## config.mk

```make
export PLATFORM = sky130hd
export DESIGN_NAME = vfp_black_format
export DESIGN_NICKNAME = d
export VERILOG_FILES = /design/src/hdl/vfp_pkg.sv /design/src/hdl/vfp_black_format.sv
export VERILOG_INCLUDE_DIRS = /design/src /design/src/hdl
export SDC_FILE = /design/constraint.sdc
export NUM_CORES = 2
export LEC_CHECK = 0
export ABC_AREA = 1
export BUFFER_PORTS_ARGS = -buffer_cell sky130_fd_sc_hd__buf_2
export CAP_MARGIN = 20
export CORE_ASPECT_RATIO = 0.6
export CORE_MARGIN = 4
export CORE_UTILIZATION = 54
export CTS_BUF_LIST = sky130_fd_sc_hd__clkbuf_8
export CTS_CLUSTER_DIAMETER = 120
export CTS_CLUSTER_SIZE = 8
export DETAILED_ROUTE_END_ITERATION = 7
export GPL_TIMING_DRIVEN = 0
export PLACE_DENSITY = 0.71
export SYNTH_ARGS = -nofsm -noshare
export SYNTH_HDL_FRONTEND = slang
export SYNTH_SLANG_ARGS = --single-unit
```

## constraint.sdc

```tcl
create_clock -name clk_in -period 12.4 [get_ports clk_in]
set_clock_uncertainty 0.05 [all_clocks]
set_input_delay 2.48 -clock clk_in [delete_from_list [all_inputs] [get_ports clk_in]]
set_output_delay 2.48 -clock clk_in [all_outputs]
set_load 0.05 [all_outputs]
```

## src/hdl/vfp_consts.svh

```systemverilog
// Register map, reset values and timing counts of the video black-level and format path.
// Assumes inclusion by bare name from the package and the design module.
`ifndef VFP_CONSTS_SVH
`define VFP_CONSTS_SVH

// ----------------------------------------------------------------
// Register indices (byte address is four times the index)
// ----------------------------------------------------------------
`define VFP_IDX_INPUT_CFG 8'h10
`define VFP_IDX_GAIN_HI_A 8'h12
`define VFP_IDX_GAIN_LO_A 8'h13
`define VFP_IDX_GAIN_HI_B 8'h14
`define VFP_IDX_GAIN_LO_B 8'h15
`define VFP_IDX_GAIN_HI_C 8'h16
`define VFP_IDX_GAIN_LO_C 8'h17
`define VFP_IDX_OFFSET_A 8'h18
`define VFP_IDX_OFFSET_B 8'h19
`define VFP_IDX_OFFSET_C 8'h1a
`define VFP_IDX_DAC_A 8'h1c
`define VFP_IDX_DAC_B 8'h1d
`define VFP_IDX_DAC_C 8'h1e
`define VFP_IDX_FORMAT_CFG 8'h28
`define VFP_IDX_FRONT_CTRL 8'h60

// ----------------------------------------------------------------
// Field positions
// ----------------------------------------------------------------
`define VFP_BIT_BLACK_LOOP_EN 0
`define VFP_BIT_COMPONENT 4
`define VFP_BIT_DECIMATE 0
`define VFP_BIT_CONV_EN 6
`define VFP_BIT_MID_BLUE 4
`define VFP_BIT_MID_GREEN 5
`define VFP_BIT_MID_RED 6
`define VFP_BIT_MID_OVERRIDE 7

// ----------------------------------------------------------------
// Reset values and levels
// ----------------------------------------------------------------
`define VFP_INPUT_CFG_RST 8'h01
`define VFP_GAIN_HI_RST 8'h55
`define VFP_GAIN_LO_RST 2'h0
`define VFP_OFFSET_NOMINAL 10'h200
`define VFP_FORMAT_CFG_RST 8'h00
`define VFP_FRONT_CTRL_RST 8'h00
`define VFP_MIDSCALE 10'h200
`define VFP_OFFSET_RANGE 10'd64
`define VFP_CODE_MAX 10'h3ff

// ----------------------------------------------------------------
// Colour conversion weights, scaled by 1024
// ----------------------------------------------------------------
`define VFP_K_Y_R 12'sd306
`define VFP_K_Y_G 12'sd601
`define VFP_K_Y_B 12'sd117
`define VFP_K_U_R -12'sd176
`define VFP_K_U_G -12'sd347
`define VFP_K_U_B 12'sd523
`define VFP_K_V_R 12'sd523
`define VFP_K_V_G -12'sd438
`define VFP_K_V_B -12'sd85
`define VFP_CHROMA_BIAS 10'd512

// Back-porch samples between two black-level steps
`define VFP_BLACK_UPDATE_SAMPLES 1024

`endif

```

## src/hdl/vfp_pkg.sv

```systemverilog
// Types shared by the video black-level and format path.
// Assumes vfp_consts.svh is on the include path.
`include "vfp_consts.svh"

package vfp_pkg;

	typedef logic [2:0][9:0] vfp_chan10_t;

	typedef struct packed {
		logic ack;
		logic [31:0] rdata;
		logic [7:0] input_cfg;
		logic [2:0][7:0] gain_hi;
		logic [2:0][1:0] gain_lo;
		vfp_chan10_t offset;
		vfp_chan10_t dac;
		logic [7:0] format_cfg;
		logic [7:0] front_ctrl;
		logic [15:0] upd_cnt;
		logic phase;
		logic [9:0] v_hold;
		vfp_chan10_t pix;
		logic pix_valid;
	} vfp_state_t;

endpackage : vfp_pkg

```

## src/hdl/vfp_black_format.sv

```systemverilog
// Black-level loop, gain/offset registers and output formatter of a three-channel video digitizer.
// Assumes converter samples and the back-porch window arrive synchronous to clk_in.
`timescale 1ns/1ns
`default_nettype none
`include "vfp_consts.svh"

module vfp_black_format #(
	parameter int UPDATE_SAMPLES = `VFP_BLACK_UPDATE_SAMPLES
) (
	input wire logic clk_in,
	input wire logic rst_in,
	input wire logic [9:0] address_in,
	input wire logic read_in,
	input wire logic write_in,
	input wire logic [3:0] byteenable_in,
	input wire logic [31:0] writedata_in,
	output logic [31:0] readdata_out,
	output logic waitrequest_out,
	input wire logic [9:0] red_sample_in,
	input wire logic [9:0] green_sample_in,
	input wire logic [9:0] blue_sample_in,
	input wire logic sample_valid_in,
	input wire logic back_porch_in,
	output logic [9:0] red_dac_out,
	output logic [9:0] green_dac_out,
	output logic [9:0] blue_dac_out,
	output logic [9:0] red_gain_out,
	output logic [9:0] green_gain_out,
	output logic [9:0] blue_gain_out,
	output logic [2:0] midscale_out,
	output logic [9:0] red_bus_out,
	output logic [9:0] green_bus_out,
	output logic [9:0] blue_bus_out,
	output logic pixel_valid_out
);

	// ----------------------------------------------------------------
	// Functions
	// ----------------------------------------------------------------

	// Weighted sum with rounding, bias and clipping
	function automatic logic [9:0] vfp_mac(
		input logic signed [11:0] ka,
		input logic signed [11:0] kb,
		input logic signed [11:0] kc,
		input logic [9:0] a,
		input logic [9:0] b,
		input logic [9:0] c,
		input logic [9:0] bias
	);
		logic signed [24:0] acc;
		acc = 25'(ka * $signed({1'b0, a})) + 25'(kb * $signed({1'b0, b}))
			+ 25'(kc * $signed({1'b0, c})) + 25'sd512
			+ $signed(25'({bias, 10'h000}));
		if (acc < 0) begin
			vfp_mac = 10'h000;
		end else if (acc[24:10] > 15'(`VFP_CODE_MAX)) begin
			vfp_mac = `VFP_CODE_MAX;
		end else begin
			vfp_mac = acc[19:10];
		end
	endfunction : vfp_mac

	// Sample above target lowers the DAC, below raises it; saturates at both ends
	function automatic logic [9:0] vfp_step_dac(input logic [9:0] dac, input logic [9:0] smp, input logic signed [11:0] tgt);
		logic [9:0] d;
		d = dac;
		if ($signed({2'b00, smp}) > tgt && dac != 10'h000) begin
			d = dac - 10'h001;
		end else if ($signed({2'b00, smp}) < tgt && dac != `VFP_CODE_MAX) begin
			d = dac + 10'h001;
		end
		vfp_step_dac = d;
	endfunction : vfp_step_dac

	// Register read decode
	function automatic logic [31:0] vfp_read(input vfp_pkg::vfp_state_t st, input logic [7:0] idx);
		logic [31:0] d;
		d = 32'h0000_0000;
		unique case (idx)
			`VFP_IDX_INPUT_CFG: d = {24'h000000, st.input_cfg};
			`VFP_IDX_GAIN_HI_A: d = {24'h000000, st.gain_hi[0]};
			`VFP_IDX_GAIN_LO_A: d = {30'h0, st.gain_lo[0]};
			`VFP_IDX_GAIN_HI_B: d = {24'h000000, st.gain_hi[1]};
			`VFP_IDX_GAIN_LO_B: d = {30'h0, st.gain_lo[1]};
			`VFP_IDX_GAIN_HI_C: d = {24'h000000, st.gain_hi[2]};
			`VFP_IDX_GAIN_LO_C: d = {30'h0, st.gain_lo[2]};
			`VFP_IDX_OFFSET_A: d = {22'h0, st.offset[0]};
			`VFP_IDX_OFFSET_B: d = {22'h0, st.offset[1]};
			`VFP_IDX_OFFSET_C: d = {22'h0, st.offset[2]};
			`VFP_IDX_DAC_A: d = {22'h0, st.dac[0]};
			`VFP_IDX_DAC_B: d = {22'h0, st.dac[1]};
			`VFP_IDX_DAC_C: d = {22'h0, st.dac[2]};
			`VFP_IDX_FORMAT_CFG: d = {24'h000000, st.format_cfg};
			`VFP_IDX_FRONT_CTRL: d = {24'h000000, st.front_ctrl};
			default: d = 32'h0000_0000;
		endcase
		vfp_read = d;
	endfunction : vfp_read

	// ----------------------------------------------------------------
	// State
	// ----------------------------------------------------------------
	vfp_pkg::vfp_state_t s;
	vfp_pkg::vfp_state_t next_s;
	vfp_pkg::vfp_chan10_t sample;
	logic [2:0] mid;
	logic component;
	logic loop_en;
	logic yuv_out;
	logic [9:0] conv_y;
	logic [9:0] conv_u;
	logic [9:0] conv_v;
	logic [9:0] y_val;
	logic [9:0] u_val;
	logic [9:0] v_val;
	logic [7:0] idx;

	assign sample = {blue_sample_in, green_sample_in, red_sample_in};
	assign idx = address_in[9:2];
	assign component = s.input_cfg[`VFP_BIT_COMPONENT];
	assign loop_en = s.input_cfg[`VFP_BIT_BLACK_LOOP_EN];

	// ----------------------------------------------------------------
	// Mid-scale selection and colour conversion
	// ----------------------------------------------------------------
	always_comb begin
		if (s.front_ctrl[`VFP_BIT_MID_OVERRIDE]) begin
			mid = {~s.front_ctrl[`VFP_BIT_MID_BLUE], ~s.front_ctrl[`VFP_BIT_MID_GREEN],
				~s.front_ctrl[`VFP_BIT_MID_RED]};
		end else begin
			mid = {component, 1'b0, component};
		end
	end

	assign conv_y = vfp_mac(`VFP_K_Y_R, `VFP_K_Y_G, `VFP_K_Y_B, red_sample_in, green_sample_in,
		blue_sample_in, 10'h000);
	assign conv_u = vfp_mac(`VFP_K_U_R, `VFP_K_U_G, `VFP_K_U_B, red_sample_in, green_sample_in,
		blue_sample_in, `VFP_CHROMA_BIAS);
	assign conv_v = vfp_mac(`VFP_K_V_R, `VFP_K_V_G, `VFP_K_V_B, red_sample_in, green_sample_in,
		blue_sample_in, `VFP_CHROMA_BIAS);

	always_comb begin
		yuv_out = component | s.format_cfg[`VFP_BIT_CONV_EN];
		if (!component && s.format_cfg[`VFP_BIT_CONV_EN]) begin
			y_val = conv_y;
			u_val = conv_u;
			v_val = conv_v;
		end else begin
			y_val = green_sample_in;
			u_val = blue_sample_in;
			v_val = red_sample_in;
		end
	end

	// ----------------------------------------------------------------
	// Next state
	// ----------------------------------------------------------------
	always_comb begin
		logic signed [11:0] shift;
		logic signed [11:0] target;
		logic step;
		shift = 12'sd0;
		target = 12'sd0;
		step = 1'b0;
		next_s = s;

		// Bus slave: one wait state, then the access completes
		next_s.ack = (read_in | write_in) & ~s.ack;
		// Read data captured on the request edge, stands through the answer
		if (read_in && !s.ack) begin
			next_s.rdata = vfp_read(s, idx);
		end
		if (write_in && s.ack && byteenable_in[0]) begin
			unique case (idx)
				`VFP_IDX_INPUT_CFG: next_s.input_cfg = writedata_in[7:0];
				`VFP_IDX_GAIN_HI_A: next_s.gain_hi[0] = writedata_in[7:0];
				`VFP_IDX_GAIN_LO_A: next_s.gain_lo[0] = writedata_in[1:0];
				`VFP_IDX_GAIN_HI_B: next_s.gain_hi[1] = writedata_in[7:0];
				`VFP_IDX_GAIN_LO_B: next_s.gain_lo[1] = writedata_in[1:0];
				`VFP_IDX_GAIN_HI_C: next_s.gain_hi[2] = writedata_in[7:0];
				`VFP_IDX_GAIN_LO_C: next_s.gain_lo[2] = writedata_in[1:0];
				`VFP_IDX_OFFSET_A: next_s.offset[0][7:0] = writedata_in[7:0];
				`VFP_IDX_OFFSET_B: next_s.offset[1][7:0] = writedata_in[7:0];
				`VFP_IDX_OFFSET_C: next_s.offset[2][7:0] = writedata_in[7:0];
				`VFP_IDX_FORMAT_CFG: next_s.format_cfg = writedata_in[7:0];
				`VFP_IDX_FRONT_CTRL: next_s.front_ctrl = writedata_in[7:0];
				default: next_s.ack = 1'b0;
			endcase
		end
		if (write_in && s.ack && byteenable_in[1]) begin
			unique case (idx)
				`VFP_IDX_OFFSET_A: next_s.offset[0][9:8] = writedata_in[9:8];
				`VFP_IDX_OFFSET_B: next_s.offset[1][9:8] = writedata_in[9:8];
				`VFP_IDX_OFFSET_C: next_s.offset[2][9:8] = writedata_in[9:8];
				default: next_s.ack = 1'b0;
			endcase
		end

		// Black-level loop: slow, one code per update
		if (sample_valid_in && back_porch_in) begin
			step = (s.upd_cnt == 16'(UPDATE_SAMPLES - 1));
			next_s.upd_cnt = step ? 16'h0000 : s.upd_cnt + 16'h0001;
		end
		for (int ch = 0; ch < 3; ch++) begin
			shift = $signed({2'b00, s.offset[ch]}) - $signed({2'b00, `VFP_OFFSET_NOMINAL});
			if (shift > $signed({2'b00, `VFP_OFFSET_RANGE})) begin
				shift = $signed({2'b00, `VFP_OFFSET_RANGE});
			end else if (shift < -$signed({2'b00, `VFP_OFFSET_RANGE})) begin
				shift = -$signed({2'b00, `VFP_OFFSET_RANGE});
			end
			target = (mid[ch] ? $signed({2'b00, `VFP_MIDSCALE}) : 12'sd0) + shift;
			if (!loop_en) begin
				next_s.dac[ch] = s.offset[ch];
			end else if (step) begin
				next_s.dac[ch] = vfp_step_dac(s.dac[ch], sample[ch], target);
			end
		end

		// Output formatter
		next_s.pix_valid = sample_valid_in;
		// Back porch realigns the chroma pairing for each line; in decimating YUV output a valid sample there still toggles the phase
		if (back_porch_in) begin
			next_s.phase = 1'b0;
		end
		if (sample_valid_in) begin
			if (!yuv_out) begin
				next_s.pix = sample;
			end else if (s.format_cfg[`VFP_BIT_DECIMATE]) begin
				next_s.pix[1] = y_val;
				next_s.pix[2] = 10'h000;
				next_s.pix[0] = s.phase ? s.v_hold : u_val;
				if (!s.phase) begin
					next_s.v_hold = v_val;
				end
				next_s.phase = ~s.phase;
			end else begin
				next_s.pix = {u_val, y_val, v_val};
			end
		end
	end

	// ----------------------------------------------------------------
	// Registers
	// ----------------------------------------------------------------
	always_ff @(posedge clk_in) begin
		if (rst_in) begin
			// Fields not listed here reset to zero
			s <= '0;
			s.input_cfg <= `VFP_INPUT_CFG_RST;
			s.gain_hi <= {3{`VFP_GAIN_HI_RST}};
			s.gain_lo <= {3{`VFP_GAIN_LO_RST}};
			s.offset <= {3{`VFP_OFFSET_NOMINAL}};
			s.dac <= {3{`VFP_OFFSET_NOMINAL}};
			s.format_cfg <= `VFP_FORMAT_CFG_RST;
			s.front_ctrl <= `VFP_FRONT_CTRL_RST;
		end else begin
			s <= next_s;
		end
	end

	// ----------------------------------------------------------------
	// Outputs
	// ----------------------------------------------------------------
	assign waitrequest_out = (read_in | write_in) & ~s.ack;
	assign readdata_out = s.rdata;
	// Gain drives only the amplifier, never the DAC path
	assign red_gain_out = {s.gain_hi[0], s.gain_lo[0]};
	assign green_gain_out = {s.gain_hi[1], s.gain_lo[1]};
	assign blue_gain_out = {s.gain_hi[2], s.gain_lo[2]};
	assign red_dac_out = s.dac[0];
	assign green_dac_out = s.dac[1];
	assign blue_dac_out = s.dac[2];
	// Pin view {blue, green, red}: 1 = no half-scale shift added, black at zero
	assign midscale_out = ~mid;
	assign red_bus_out = s.pix[0];
	assign green_bus_out = s.pix[1];
	assign blue_bus_out = s.pix[2];
	assign pixel_valid_out = s.pix_valid;

endmodule : vfp_black_format

`default_nettype wire

```

==> key figures <==
Outcome
  • Run status: complete, no violations

Yosys
  • Synth cell types: 58
  • Sequential area share after synthesis: 12.76%
  • FF+latch count, synth: 183
  • Count leader, synth: inv_1
  • Dominant cell type by area after synthesis: ha_1
  • Share of the synthesized area in the top cell type: 23.84%
  • Post-Syn Area: 28710 sq um
  • Mapped Cells: 3808
  • Yosys warns: 0
  • Top cells by area, synth: ha_1 24%, fa_1 16%, dfxtp_1 13%, inv_1 11%, nand2_1 7.9%
  • Async set or reset register ratio after synthesis: 0%
  • Post-synth top cells: 843 x inv_1, 605 x nand2_1, 547 x ha_1, 313 x a21oi_1, 235 x fa_1
  • Ys flop type: dfxtp_1
  • Post-synthesis area per instance: 7.540 sq um
  • Number of synthesized flops with an enable pin: 0

Final layout
  • Largest Register: s
  • Area Growth Syn to Fin: 7.426%
  • Nets: 4872
  • Layout cells sized above 1: 10.10%
  • Largest register FFs: 80

Detailed routing
  • Via count: 25880
  • WL per Instance: 20.16 um
  • First-pass detailed-route iteration total: 7
  • Via density: 5.473
  • DRT antenna net count: 0
  • DRT Wirelength: 95340 um
  • DRC viols: 0
  • Initial DRC Count: 3187

Clock network
  • Post-CTS setup buffer count: 0
  • Hold-fix buffers at CTS: 0
  • TritonCTS clock tree: built
  • CTS-repair resized insts: 0
  • CTS sink cnt: 183
  • Number of H-tree levels: 4
  • CTS Buf Count: 17
  • Root Buffer Master: clkbuf_8
  • Skew-Pair Late Insertion Delay: 0.50 ns
  • Reg clk slew, reported paths: 0.10 ns
  • Max Root-Sink Buffers: 2

Global routing
  • Initial antenna violation count: 5
  • Vias in the first global route: 23730
  • Largest net degree at the start of global routing: 17
  • Total congestion overflow: 0
  • First-pass GRT wire length: 144800 um
  • Tot GR Track Use: 33.18%

Timing
  • Final setup TNS: 0 ns
  • Final period util: 88.70%
  • Slew Viols, Final: 0
  • Final min period: 11.00 ns
  • Fin. Hold Viols: 0
  • Slew headroom: 23.55%
  • RSZ-0062 raised after global routing: no
  • Final setup viols: 0
  • F_max: 0.09092 GHz
  • Slew at the pin with the worst max-slew slack: 1.147 ns

Die
  • Die Footprint: 57040 sq um
  • Core Area: 52540 sq um
  • Die width: 305.7 um
  • Cell Rows: 65
  • Die H: 186.6 um
  • I/O Pins: 209
  • Starting Density: 54.65%

Worst setup path
  • Worst Setup Path Type: primary input to register
  • Crit end category: register
  • Crit-path slowest cell: fa_1
  • Maximum fanout along the worst path: 12
  • Most frequent CP cell: nand2_1
  • WP data required: 12.74 ns
  • CP peak stage delay: 0.53 ns
  • CP arrival: 11.34 ns
  • Type of origin of the critical path: primary input

Run
  • MaxCap Viol Count: 0

Placement
  • Port-buffer cells: 158
  • Hpwl dp: 80500 um
  • GP Congestion: 1.063

Hold path
  • Type of the worst min-delay path: register to register
-- worst paths after layout --
path                                         from                to  slack (ns)  cells past startpoint
worst max-delay path            blue_sample_in[8]    red_bus_out[5]        1.40                     40
worst max register to register             s[122]  green_dac_out[8]        7.34                     25
worst min-delay path                        s[59]             s[59]        0.41                      2
worst min register to register              s[59]             s[59]        0.41                      2
-- layout by cell type (no fill, tap or decap), drive strengths merged, types with 14 or more instances in the layout --
master / n
nand3: 112
nor3: 34
o21ai: 209
a221oi: 25
a31oi: 14
clkbuf: 60
xor2: 61
nand2: 626
nand4: 52
a21oi: 321
o22ai: 24
fa: 235
inv: 866
o211ai: 16
conb: 22
buf: 299
xnor2: 43
dfxtp: 183
nor2: 185
ha: 547
-- worst max-delay path: cells and delay by family --
family / cells / cell delay (ns)
AOI/OAI and AO/OA: 6 / 1.19
xor gates and xnor gates: 1 / 0.19
adders and majority gates: 12 / 4.64
buffers and inverters: 6 / 0.97
and+or+nand+nor: 15 / 1.83
-- logic make-up (layout without fill, tap and decap cells) --
logic type / Yosys count / after routing / synth area share, %
compound gates: 649 / 649 / 12.55
flops: 183 / 183 / 12.76
fa+ha+maj: 782 / 782 / 40.22
simple gates: 1044 / 1044 / 15.93
xor+xnor: 104 / 104 / 3.173
other cells: 1 / 26 / 0.01306
buf+inv: 1045 / 1237 / 15.35
-- layout make-up --
type / count / area, sq um
sequential: 183 / 3664
fill: 5030 / 21690
timing repair buffer: 160 / 813.3
clock inverter: 15 / 116.4
antenna: 4 / 10.01
clock buffer: 17 / 234.0
inverter: 863 / 3239
tap: 703 / 879.6
buffer: 182 / 1169
multi-input combinational: 2601 / 20720
-- per-layer routing --
layer	global-route usage, %	wire length, um	up-vias
li1	-	-	12450
met1	54.16	46190	12020
met2	39.14	32220	1332
met3	14.96	15930	79
met4	3.963	991	2
met5	0.08306	13	-
-- through the flow --
step           util [%]  setup slack [ns]  std cells  cell area [sq um]  hold WS, ns
2_1_floorplan         -             2.891       3829              28790       0.3797
3_5_place_dp      57.98             1.238       4690              30460       0.3999
3_3_place_gp      57.98             1.237       4690              30460       0.3921
4_1_cts           58.64             1.736       4722              30810       0.4138
6_report          58.71             1.402       4728              30840       0.4128
5_1_grt           58.69             1.080       4725              30840       0.4322
Power is left out: the tool's default activity adds up to more than one toggle a clock period on the data nets, which glitch-free logic cannot reach.
